## src/shared/arw_regs.svh

```systemverilog
// Register offsets, field positions and reset values of the converter result/window block.
// Assumes a byte-wide register port with byte offsets as addresses.
`ifndef ARW_REGS_SVH
`define ARW_REGS_SVH
`define ARW_OFS_STATUS     8'h0B
`define ARW_OFS_DEBUG_HALT_CONTROL    8'h0C
`define ARW_OFS_STAGE      8'h0D
`define ARW_OFS_RES_L      8'h10
`define ARW_OFS_RES_H      8'h11
`define ARW_OFS_WLT_L      8'h12
`define ARW_OFS_WLT_H      8'h13
`define ARW_OFS_WHT_L      8'h14
`define ARW_OFS_WHT_H      8'h15
`define ARW_OFS_CLOCK_DUTY_CALIBRATION      8'h16
`define ARW_OFS_MASK       8'h17
`define ARW_OFS_MODE       8'h18
`define ARW_OFS_ACCUM      8'h19
`define ARW_BIT_RDY        0
`define ARW_BIT_WIN        1
`define ARW_CLOCK_DUTY_CALIBRATION_RST      1'h1
`define ARW_SAMPLE_MAX     10'h3FF
`define ARW_SAMPLE_MIN     10'h000
`define ARW_ACC_MAX_LOG2   3'h6
`define ARW_DIV_PERIOD     4'h4
`define ARW_DIV_QUARTER    4'h1
`define ARW_DIV_HALF       4'h2
`define ARW_BYTE_ZERO      8'h00
`endif

```

## src/shared/arw_pkg.sv

```systemverilog
// Types of the converter result/window block.
// Assumes arw_regs.svh supplies the numeric constants.
package arw_pkg;
	typedef enum logic [2:0] {
		ARW_WIN_NONE, ARW_WIN_BELOW, ARW_WIN_ABOVE, ARW_WIN_INSIDE, ARW_WIN_OUTSIDE
	} arw_win_mode_t;

	typedef struct packed {
		logic [7:0] addr;
		logic [7:0] wdata;
		logic       wr;
		logic       rd;
	} arw_bus_req_t;

	typedef struct packed {
		logic       valid;
		logic [9:0] code;
		logic       over;
		logic       under;
	} arw_sample_t;

	typedef struct packed {
		logic        halt_override;
		logic [7:0]  stage;
		logic [15:0] result;
		logic [15:0] win_low;
		logic [15:0] win_high;
		logic        duty_sel;
		logic [1:0]  flags;
		logic [1:0]  mask;
		logic [2:0]  mode;
		logic [2:0]  acc_log2;
		logic [15:0] acc_sum;
		logic [6:0]  acc_cnt;
		logic [7:0]  rdata;
		logic        irq;
		logic [3:0]  div_cnt;
		logic        conv_clk;
		logic        run;
	} arw_state_t;
endpackage

```

## src/hdl/arw_core.sv

```systemverilog
// Result register, byte staging, window comparator and converter clock of the converter.
// Assumes samples arrive on clk from the analog core and software uses the byte port.
//
// Contract
// - Override clear: halt and ignore events in debug
// - Override set: keep running in debug
// - One shared readable writable staging byte
// - Low byte at base, high at base+1
// - Ten-bit sample in result bits 9:0
// - Over reference gives 0x3FF
// - Below zero gives zero
// - Up to 64 accumulations, at most 0xFFC0
// - Unsigned format, zeros zero, ones full
// - Result read-only, holds latest value
// - Low threshold feeds comparator
// - High threshold feeds comparator
// - Compare final accumulated value only
// - Duty select one: quarter high clock
// - Compare at completion, flag on match
// - Modes: 1 below, 3 inside, 4 outside
// - Result read clears both flags
`timescale 1ns/1ps
`include "arw_regs.svh"
module arw_core (
	// Clock and reset
	input  wire logic             clk,
	input  wire logic             reset,
	// Register port
	input  wire arw_pkg::arw_bus_req_t bus,
	output logic [7:0]            rdata,
	// Analog core and debug
	input  wire arw_pkg::arw_sample_t  sample,
	input  wire logic             cpu_halted,
	input  wire logic             start_event,
	// Outputs
	output logic                  conv_clk,
	output logic                  conv_start,
	output logic                  irq
);
	import arw_pkg::*;

	arw_state_t st_ff;
	arw_state_t nxt_st;
	logic       start_ff;
	logic       nxt_start;
	logic [9:0] code;
	logic [15:0] sum_next;
	logic       last;
	logic       below;
	logic       above;
	logic       match;
	logic [6:0] acc_target;

	always_comb begin
		nxt_st = st_ff;
		nxt_start = 1'b0;
		code = sample.code;
		sum_next = st_ff.acc_sum;
		last = 1'b0;
		below = 1'b0;
		above = 1'b0;
		match = 1'b0;
		acc_target = 7'h01 << st_ff.acc_log2;
		nxt_st.run = st_ff.halt_override || !cpu_halted;
		// Converter clock divider, frozen while halted without override
		if (nxt_st.run) begin
			nxt_st.div_cnt = (st_ff.div_cnt == `ARW_DIV_PERIOD - 4'h1) ? 4'h0 : st_ff.div_cnt + 4'h1;
			if (st_ff.duty_sel)
				nxt_st.conv_clk = nxt_st.div_cnt < `ARW_DIV_QUARTER;
			else
				nxt_st.conv_clk = nxt_st.div_cnt < `ARW_DIV_HALF;
			nxt_start = start_event;
		end
		// Sample saturation and accumulation
		if (sample.over)
			code = `ARW_SAMPLE_MAX;
		else if (sample.under)
			code = `ARW_SAMPLE_MIN;
		if (sample.valid && st_ff.run) begin
			sum_next = st_ff.acc_sum + {6'h00, code};
			last = (st_ff.acc_cnt + 7'h01) >= acc_target;
			if (last) begin
				nxt_st.acc_sum = 16'h0000;
				nxt_st.acc_cnt = 7'h00;
				nxt_st.result = sum_next;
			end else begin
				nxt_st.acc_sum = sum_next;
				nxt_st.acc_cnt = st_ff.acc_cnt + 7'h01;
			end
		end
		below = sum_next < st_ff.win_low;
		above = sum_next > st_ff.win_high;
		case (arw_win_mode_t'(st_ff.mode))
			ARW_WIN_BELOW: match = below;
			ARW_WIN_ABOVE: match = above;
			ARW_WIN_INSIDE: match = !below && !above && sum_next != st_ff.win_low && sum_next != st_ff.win_high;
			ARW_WIN_OUTSIDE: match = below || above;
			default: match = 1'b0;
		endcase
		// Register port
		nxt_st.rdata = `ARW_BYTE_ZERO;
		if (bus.rd) begin
			if (bus.addr == `ARW_OFS_STATUS)
				nxt_st.rdata = {6'h00, st_ff.flags};
			else if (bus.addr == `ARW_OFS_DEBUG_HALT_CONTROL)
				nxt_st.rdata = {7'h00, st_ff.halt_override};
			else if (bus.addr == `ARW_OFS_STAGE)
				nxt_st.rdata = st_ff.stage;
			else if (bus.addr == `ARW_OFS_RES_L) begin
				nxt_st.rdata = st_ff.result[7:0];
				nxt_st.stage = st_ff.result[15:8];
				nxt_st.flags = 2'b00;
			end else if (bus.addr == `ARW_OFS_RES_H) begin
				nxt_st.rdata = st_ff.result[15:8];
				nxt_st.flags = 2'b00;
			end else if (bus.addr == `ARW_OFS_WLT_L) begin
				nxt_st.rdata = st_ff.win_low[7:0];
				nxt_st.stage = st_ff.win_low[15:8];
			end else if (bus.addr == `ARW_OFS_WLT_H)
				nxt_st.rdata = st_ff.win_low[15:8];
			else if (bus.addr == `ARW_OFS_WHT_L) begin
				nxt_st.rdata = st_ff.win_high[7:0];
				nxt_st.stage = st_ff.win_high[15:8];
			end else if (bus.addr == `ARW_OFS_WHT_H)
				nxt_st.rdata = st_ff.win_high[15:8];
			else if (bus.addr == `ARW_OFS_CLOCK_DUTY_CALIBRATION)
				nxt_st.rdata = {7'h00, st_ff.duty_sel};
			else if (bus.addr == `ARW_OFS_MASK)
				nxt_st.rdata = {6'h00, st_ff.mask};
			else if (bus.addr == `ARW_OFS_MODE)
				nxt_st.rdata = {5'h00, st_ff.mode};
			else if (bus.addr == `ARW_OFS_ACCUM)
				nxt_st.rdata = {5'h00, st_ff.acc_log2};
		end
		if (bus.wr) begin
			if (bus.addr == `ARW_OFS_STATUS)
				nxt_st.flags = st_ff.flags & ~bus.wdata[1:0];
			else if (bus.addr == `ARW_OFS_DEBUG_HALT_CONTROL)
				nxt_st.halt_override = bus.wdata[0];
			else if (bus.addr == `ARW_OFS_STAGE || bus.addr == `ARW_OFS_WLT_L || bus.addr == `ARW_OFS_WHT_L)
				nxt_st.stage = bus.wdata;
			else if (bus.addr == `ARW_OFS_WLT_H)
				nxt_st.win_low = {bus.wdata, st_ff.stage};
			else if (bus.addr == `ARW_OFS_WHT_H)
				nxt_st.win_high = {bus.wdata, st_ff.stage};
			else if (bus.addr == `ARW_OFS_CLOCK_DUTY_CALIBRATION)
				nxt_st.duty_sel = bus.wdata[0];
			else if (bus.addr == `ARW_OFS_MASK)
				nxt_st.mask = bus.wdata[1:0];
			else if (bus.addr == `ARW_OFS_MODE)
				nxt_st.mode = bus.wdata[2:0];
			else if (bus.addr == `ARW_OFS_ACCUM)
				nxt_st.acc_log2 = (bus.wdata[2:0] > `ARW_ACC_MAX_LOG2) ? `ARW_ACC_MAX_LOG2 : bus.wdata[2:0];
		end
		// Flag set wins over any clear
		if (sample.valid && st_ff.run && last) begin
			nxt_st.flags[`ARW_BIT_RDY] = 1'b1;
			if (match)
				nxt_st.flags[`ARW_BIT_WIN] = 1'b1;
		end
		nxt_st.irq = |(nxt_st.flags & nxt_st.mask);
	end

	always_ff @(posedge clk) begin
		if (reset) begin
			st_ff <= '0;
			st_ff.duty_sel <= `ARW_CLOCK_DUTY_CALIBRATION_RST;
			st_ff.run <= 1'b1;
			start_ff <= 1'b0;
		end else begin
			st_ff <= nxt_st;
			start_ff <= nxt_start;
		end
	end

	assign rdata = st_ff.rdata;
	assign conv_clk = st_ff.conv_clk;
	assign conv_start = start_ff;
	assign irq = st_ff.irq;

	a_halt_blocks: assert property (@(posedge clk) disable iff (reset)
		(!st_ff.halt_override && cpu_halted) |=> !conv_start) else $error("event passed while halted");
	a_run_passes: assert property (@(posedge clk) disable iff (reset)
		(st_ff.halt_override && start_event) |=> conv_start) else $error("event lost with override");
	a_res_clear: assert property (@(posedge clk) disable iff (reset)
		(bus.rd && bus.addr == `ARW_OFS_RES_L && !sample.valid) |=> st_ff.flags == 2'b00) else $error("flags kept");
	a_res_stage: assert property (@(posedge clk) disable iff (reset)
		(bus.rd && bus.addr == `ARW_OFS_RES_L) |=> st_ff.stage == $past(st_ff.result[15:8])) else $error("stage bad");
	a_wlt_commit: assert property (@(posedge clk) disable iff (reset)
		(bus.wr && bus.addr == `ARW_OFS_WLT_H) |=> st_ff.win_low == {$past(bus.wdata), $past(st_ff.stage)})
		else $error("low threshold commit wrong");
	a_quarter_duty: assert property (@(posedge clk) disable iff (reset)
		(st_ff.duty_sel && st_ff.conv_clk && (st_ff.halt_override || !cpu_halted)) |=> !st_ff.conv_clk)
		else $error("high too long");
	a_res_ceiling: assert property (@(posedge clk) disable iff (reset)
		st_ff.result <= 16'hFFC0) else $error("result above ceiling");
	a_win_flag: assert property (@(posedge clk) disable iff (reset)
		$rose(st_ff.flags[`ARW_BIT_WIN]) |-> $rose(st_ff.flags[`ARW_BIT_RDY]) || st_ff.flags[`ARW_BIT_RDY])
		else $error("match without completion");
	a_irq_level: assert property (@(posedge clk) disable iff (reset)
		##1 irq == |($past(nxt_st.flags) & $past(nxt_st.mask))) else $error("irq mismatch");

	c_result_read: cover property (@(posedge clk) bus.rd && bus.addr == `ARW_OFS_RES_L && st_ff.flags != 2'b00);
	c_win_set: cover property (@(posedge clk) $rose(st_ff.flags[`ARW_BIT_WIN]));
	c_halt: cover property (@(posedge clk) cpu_halted && !st_ff.halt_override && start_event);
	c_thresh_write: cover property (@(posedge clk) bus.wr && bus.addr == `ARW_OFS_WHT_H);
endmodule

```

## config.mk

```make
export PLATFORM = sky130hd
export DESIGN_NAME = arw_core
export DESIGN_NICKNAME = d
export VERILOG_FILES = /design/src/shared/arw_pkg.sv /design/src/hdl/arw_core.sv
export VERILOG_INCLUDE_DIRS = /design/src /design/src/shared
export SDC_FILE = /design/constraint.sdc
export NUM_CORES = 1
export LEC_CHECK = 0
export ABC_CLOCK_PERIOD_IN_PS = 11800
export BUFFER_PORTS_ARGS = -buffer_cell sky130_fd_sc_hd__buf_2
export CAP_MARGIN = 20
export CORE_MARGIN = 2
export CORE_UTILIZATION = 50
export CTS_CLUSTER_DIAMETER = 200
export DETAILED_ROUTE_END_ITERATION = 12
export PLACE_DENSITY_LB_ADDON = 0.1
export REMOVE_ABC_BUFFERS = 1
export SETUP_SLACK_MARGIN = 0.5
export SYNTH_ARGS = -nofsm -noshare
export SYNTH_HDL_FRONTEND = slang
export SYNTH_SLANG_ARGS = --single-unit
```

## constraint.sdc

```tcl
create_clock -name clk -period 11.8 [get_ports clk]
set_input_delay 2.36 -clock clk [delete_from_list [all_inputs] [get_ports clk]]
set_output_delay 2.36 -clock clk [all_outputs]
set_load 0.03 [all_outputs]
```

Yosys cells after proc, flatten, opt, wreduce, memory -nomap -nowiden
Index checks and enable logic that the tools add are counted.

Add/sub/neg operators: 3. Multipliers: 0. Divide/modulo/power cells: 0. $lt $le $gt $ge: 6. Eq/ne operators: 20. Shift-type cells: 1. Muxes and demuxes: 56. Bitwise operators: 13. Reductions and logical operators: 23.

Operators with widths (number): 2-to-1 mux 8 bit (26); == test 8 x 5 -> 1 bit, second input constant (10); != test 16 bit (2); 2-to-1 mux 10 bit (3); == test 8 x 4 -> 1 bit, second input constant (3); 2-to-1 mux 3 bit (8); 2-to-1 mux 23 bit (1); 2-to-1 mux 2 bit (11); adder 16 x 10 -> 16 bit (1); greater-than comparator 16 bit (1); < comparator 16 bit (1); 2-to-1 mux 16 bit (1); inverter 1 bit (10); AND reduction 10 bit (1); AND reduction 9 bit (1); adder 7 x 1 -> 7 bit, second input constant (1); greater-or-equal comparator 7 bit (1); AND reduction 7 bit (1); left shift 1 x 3 -> 7 bit, first input constant (1); == test 3 x 2 -> 1 bit, second input constant (2); 2-to-1 mux 6 bit (1); AND reduction 6 bit (1); OR reduction 2 bit (3); logical AND 1 bit (5); other kinds (18) (26).

Bits in registers: 107. Latch bits: 0. Memory bits (writable): 0. Memory bits (read-only): 0. Input bits: 35. Output and inout port bits: 11. Word-level logic and storage cells: 141. Memories: 0.

Logic depth before layout (Yosys ltp)
Word-level depth: 16. Mapped depth: 20. Depth with buffers taken out: 20.

Worst setup path before layout
OpenSTA, ideal clock, no wires.

Path kind: input to register. Start: input port sample[1] (netlist bit). End: register st_ff, in the netlist irq. Library setup time: 0.127 ns. Arrival: 6.056 ns. Data required time: 11.673 ns. Path slack: 5.618 ns. Cell stages on the path: 18. Path buffers: 1. Cells stage by stage: clkbuf_1 > a21o_1 > ha_1 > inv_1 > fa_1 > nor2b_1 > o21ai_0 > a21boi_0 > o311ai_1 > a2111oi_0 > xor2_1 > ha_1 > and4_1 > nand3_1 > or4_1 > a211o_1 > nand4_1 > o211ai_1.

Cells in the longest elaborated chain, start to end: 13. Elaborated cells on any way between the ends: 18. Those cells by class: add/sub (1); order compare (2); eq/ne (2); mux (5); bitwise (1); reduce/logical (7).

Ends and longest elaborated chain: start: declaration (RTL line arw_core.sv:32) `input wire arw_pkg::arw_sample_t sample,`; 2-to-1 mux 10 bit (*) (RTL line arw_core.sv:75) `if (sample.over)`; adder 16 x 10 -> 16 bit (*) (RTL line arw_core.sv:80) `sum_next = st_ff.acc_sum + {6'h00, code};`; 2-to-1 mux 16 bit (*) (RTL line arw_core.sv:79) `if (sample.valid && st_ff.run) begin`; < comparator 16 bit / greater-than comparator 16 bit (equally long branches) (RTL line arw_core.sv:91, arw_core.sv:92); zero test 1 bit (RTL line arw_core.sv:96) `ARW_WIN_INSIDE: match = !below && !above && sum_next != st_ff.win_low && sum_next != st_ff.win_high;`; logical AND 1 bit (3 in a row) (RTL line arw_core.sv:96); case mux 1 bit (4 select lines) (*) (RTL line arw_core.sv:93) `case (arw_win_mode_t'(st_ff.mode))`; 2-to-1 mux 1 bit (*) (RTL line arw_core.sv:158) `if (match)`; 2-to-1 mux 2 bit (*) (RTL line arw_core.sv:156) `if (sample.valid && st_ff.run && last) begin`; bitwise AND 2 bit (*) (RTL line arw_core.sv:161) `nxt_st.irq = |(nxt_st.flags & nxt_st.mask);`; OR reduction 2 bit (*) (RTL line arw_core.sv:161); end signal: assignment (RTL line arw_core.sv:171) `st_ff <= nxt_st;`; end: declaration (RTL line arw_core.sv:42) `arw_state_t st_ff;`.

Every way passes the cells marked *; elsewhere a longest branch is shown, timed or not. A chain may end at the register's enable or synchronous reset.

Worst setup path after layout
Start: input port sample[0] (netlist bit). End: register st_ff[47] (netlist bit).

Cells in the longest elaborated chain, start to end: 12. Elaborated cells on any way between the ends: 17. Those cells by class: add/sub (1); order compare (2); eq/ne (2); mux (6); reduce/logical (6).

Ends and longest elaborated chain: 2-to-1 mux 10 bit (*) (RTL line arw_core.sv:77) `else if (sample.under)`; 2-to-1 mux 10 bit (*) (RTL line arw_core.sv:75); adder 16 x 10 -> 16 bit (*) (RTL line arw_core.sv:80); 2-to-1 mux 16 bit (*) (RTL line arw_core.sv:79); < comparator 16 bit / greater-than comparator 16 bit (equally long branches) (RTL line arw_core.sv:91, arw_core.sv:92); zero test 1 bit (RTL line arw_core.sv:96); logical AND 1 bit (3 in a row) (RTL line arw_core.sv:96); case mux 1 bit (4 select lines) (*) (RTL line arw_core.sv:93); 2-to-1 mux 1 bit (*) (RTL line arw_core.sv:158); 2-to-1 mux 2 bit (*) (RTL line arw_core.sv:156).

Marked as above.

==> reports/qor.yml <==
outcome:
  outcome: "finished, final reports clean"
global_route:
  first_global_vias: 5741
  global_route.usage.total_pct: 27.62
  largest_net_degree_at_the_start_of_global_routing: 59
  antenna_violations_before_repair: 0
  grt_remaining_overflow: 0
  grt_pass1_wl_um: 30760
route:
  detail_route.first_pass.iterations: 6
  vias: 6143
  drt-vias-per-instance: 5.964
  drtAntennaViolNets: 0
  drcViolationCount: 0
  highest_layer: "met4"
  route.final.wire_length_um: 19240
  m1WireLength_um: 8614
  met2_length_um: 9137
  routed-wl-met3_um: 1124
  routed_wire_length_per_instance_um: 18.68
  drtIter0Drc: 630
cts:
  cts-resized-gates: 0
  maximum_level_of_the_cts_h_tree: 3
  clock_tree.root_cell: "clkbuf_16"
  post_cts_buffers: 0
  cts_inserted_buffers: 9
  clock_sink_count: 107
  clock_insertion_delay_worst_skew_ns: 0.36
  ctsLongestPathBuffers: 2
  clk_transition_reported_paths_ns: 0.07
  cts_hold_buf: 0
  cts_tree: "done"
yosys:
  synth_seq_area_share_pct: 31.93
  syn_avg_cell_area_um2: 8.004
  number_of_enable_type_register_cells_in_the_synthesized_netlist: 0
  synth-main-ff-cell: "dfxtp_1"
  warnings_synthesis: 0
  netlist_area_um2: 6708
  synth_cell_types: 74
  asyncSetResetFlopFracSynth_pct: 0
  postSynthCellCount: 838
  synth.ff_latch_count: 107
timing:
  timing.final.crit_period_ns: 6.315
  slew_violations: 0
  rsz0062_at_grt: "false"
  finalClockSkew_ns: 0.01044
  final-hold-violation-count: 0
  finalSetupViolations: 0
  fmax_ghz: 0.1583
  tightestPinTransition_ns: 0.9961
  post-route-period-util_pct: 53.52
  timing.final.ws_setup_ns: 5.485
  slew_margin_rel_pct: 33.35
  finalSetupTns_ns: 0
placement:
  dp_hpwl_um: 14590
  worst_setup_slack_before_clock_tree_synthesis_ns: 5.150
  place.gp.congestion: 0.9355
  buffer_ports.inserted: 45
finish:
  synthToLayoutAreaGrowth_pct: 8.077
  multi_input_area_um2: 4114
  num-nets-final: 937
  num_antenna_cells: 0
  final_common_cell: "dfxtp_1"
  filler_cell_count: 1277
  share_of_cells_above_drive_strength_1_pct: 10.30
  seq_area_um2: 2142
  final_cell_mix: "dfxtp_1, nand2_1, a21oi_1"
power:
  power.density_cell_area_nw_per_um2: 118.9
  power_uw: 862.0
  max-vdd-ir-drop_uv: 113.7
  power.static_leakage_nw: 2.773
floorplan:
  design.portCount: 46
  floorplan.die_area_um2: 14360
  die_width_um: 119.8
  core_area_um2: 13190
  die_h_um: 119.8
  initial_core_util_pct: 50.85
  floorplan.rows: 42
critical_path:
  critPathLaunch: "sample[0]"
  arrival_ns: 6.53
  critical_path.reg2reg.startpoint: "st_ff[22]"
  crit_end_category: "flop"
  path_max_fanout: 10
  worst-endpoint-required_ns: 12.02
  start_to_end_type_of_the_worst_setup_path: "input port to flop"
  critPathLaunchType: "input port"
hold_path:
  hold_path.startpoint: "conv_clk"
  min_path_type: "flop to flop"
run:
  max_cap_viol_count: 0
[cell families after synthesis]
kind of cell | synth area share [%]
simple gates | 21.26
compound gates | 24.31
flops | 31.93
buf+inv | 6.827
fa+ha+maj | 9.998
xor+xnor | 3.395
mux | 2.276
[power by group]
part           switching (mW)  leakage, nW  internal [mW]
Combinational          0.0915         1.74         0.0571
Clock                   0.139        0.163          0.192
Sequential             0.0112        0.867          0.371
Total                   0.241         2.77          0.621
[worst paths after layout]
kind | to | slack (ns) | cells after the start
worst max-delay path | st_ff[47] | 5.48 | 19
worst min-delay path | conv_clk | 0.46 | 2
worst max register to register | st_ff[47] | 7.47 | 16
worst min register to register | conv_clk | 0.46 | 2
[critical path: stages]
cell,delay [ns]
buf_2,0.10
clkinv_1,0.14
a21o_1,0.15
ha_1,0.16
inv_1,0.05
fa_1,0.39
nor2b_1,0.12
o21ai_0,0.10
a21boi_0,0.34
o311ai_1,0.25
a2111oi_0,0.53
xor2_1,0.22
ha_1,0.34
and4_1,0.19
nand3_1,0.07
or4_1,0.47
a211o_1,0.35
nand4b_1,0.12
o22ai_1,0.07
[routing by layer]
metal | global-route usage, % | vias to the layer above
li1 | - | 3023
met1 | 37.82 | 2897
met2 | 44.50 | 189
met3 | 4.800 | 34
met4 | 8.529 | 0
met5 | 0 | -
[registers in the layout (all words and copies together) (netlist names)]
| name | flops |
|---|---|
| irq | 1 |
| conv_start | 1 |
| conv_clk | 1 |
| st_ff | 96 |
| rdata | 8 |
[synthesized netlist by cell type (all sizes together) (3+ instances only)]
library cell | count | area [um^2]
mux2i | 13 | 130.1
inv | 48 | 180.2
o21ai | 70 | 354.1
nand2b | 14 | 87.58
or3 | 4 | 30.03
a211o | 4 | 35.03
clkbuf | 27 | 101.4
a31oi | 11 | 68.82
a21o | 17 | 127.6
a22oi | 15 | 112.6
a21oi | 79 | 395.4
a222oi | 7 | 70.07
buf | 23 | 172.7
dfxtp | 107 | 2142
nor2b | 20 | 125.1
o211ai | 9 | 72.57
and2 | 3 | 18.77
o21a | 3 | 22.52
nor4 | 5 | 46.29
nor3b | 4 | 30.03
o22ai | 7 | 43.79
a211oi | 15 | 112.6
nor2 | 56 | 244.0
xor2 | 10 | 87.58
nor3 | 14 | 113.9
and3 | 4 | 25.02
nand4 | 9 | 56.30
o311ai | 3 | 33.79
xnor2 | 16 | 140.1
nand3b | 6 | 45.04
nand3 | 24 | 120.1
o31ai | 3 | 22.52
ha | 52 | 650.6
a22o | 3 | 26.28
nand2 | 105 | 394.1
[metrics by stage]
step	hold slack, ns	instance area (um^2)	std cells	utilization (%)
detailed placement	0.4451	6923	1014	52.49
CTS	0.4559	7249	1030	54.96
global placement	0.4444	6923	1014	52.49
floorplan	0.4300	6434	788	-
global route	0.4932	7249	1030	54.96
finish	0.4566	7249	1030	54.96
[final cells by class]
cell class / count / share of cell area (%)
clock buffer: 10 / 3.297
clock inverter: 6 / 1.208
inverter: 49 / 2.537
multi-input combinational: 632 / 56.75
sequential: 107 / 29.55
tap: 176 / 3.038
timing repair buffer: 50 / 3.624
No activity file was read; power rests on OpenSTA's default activity.
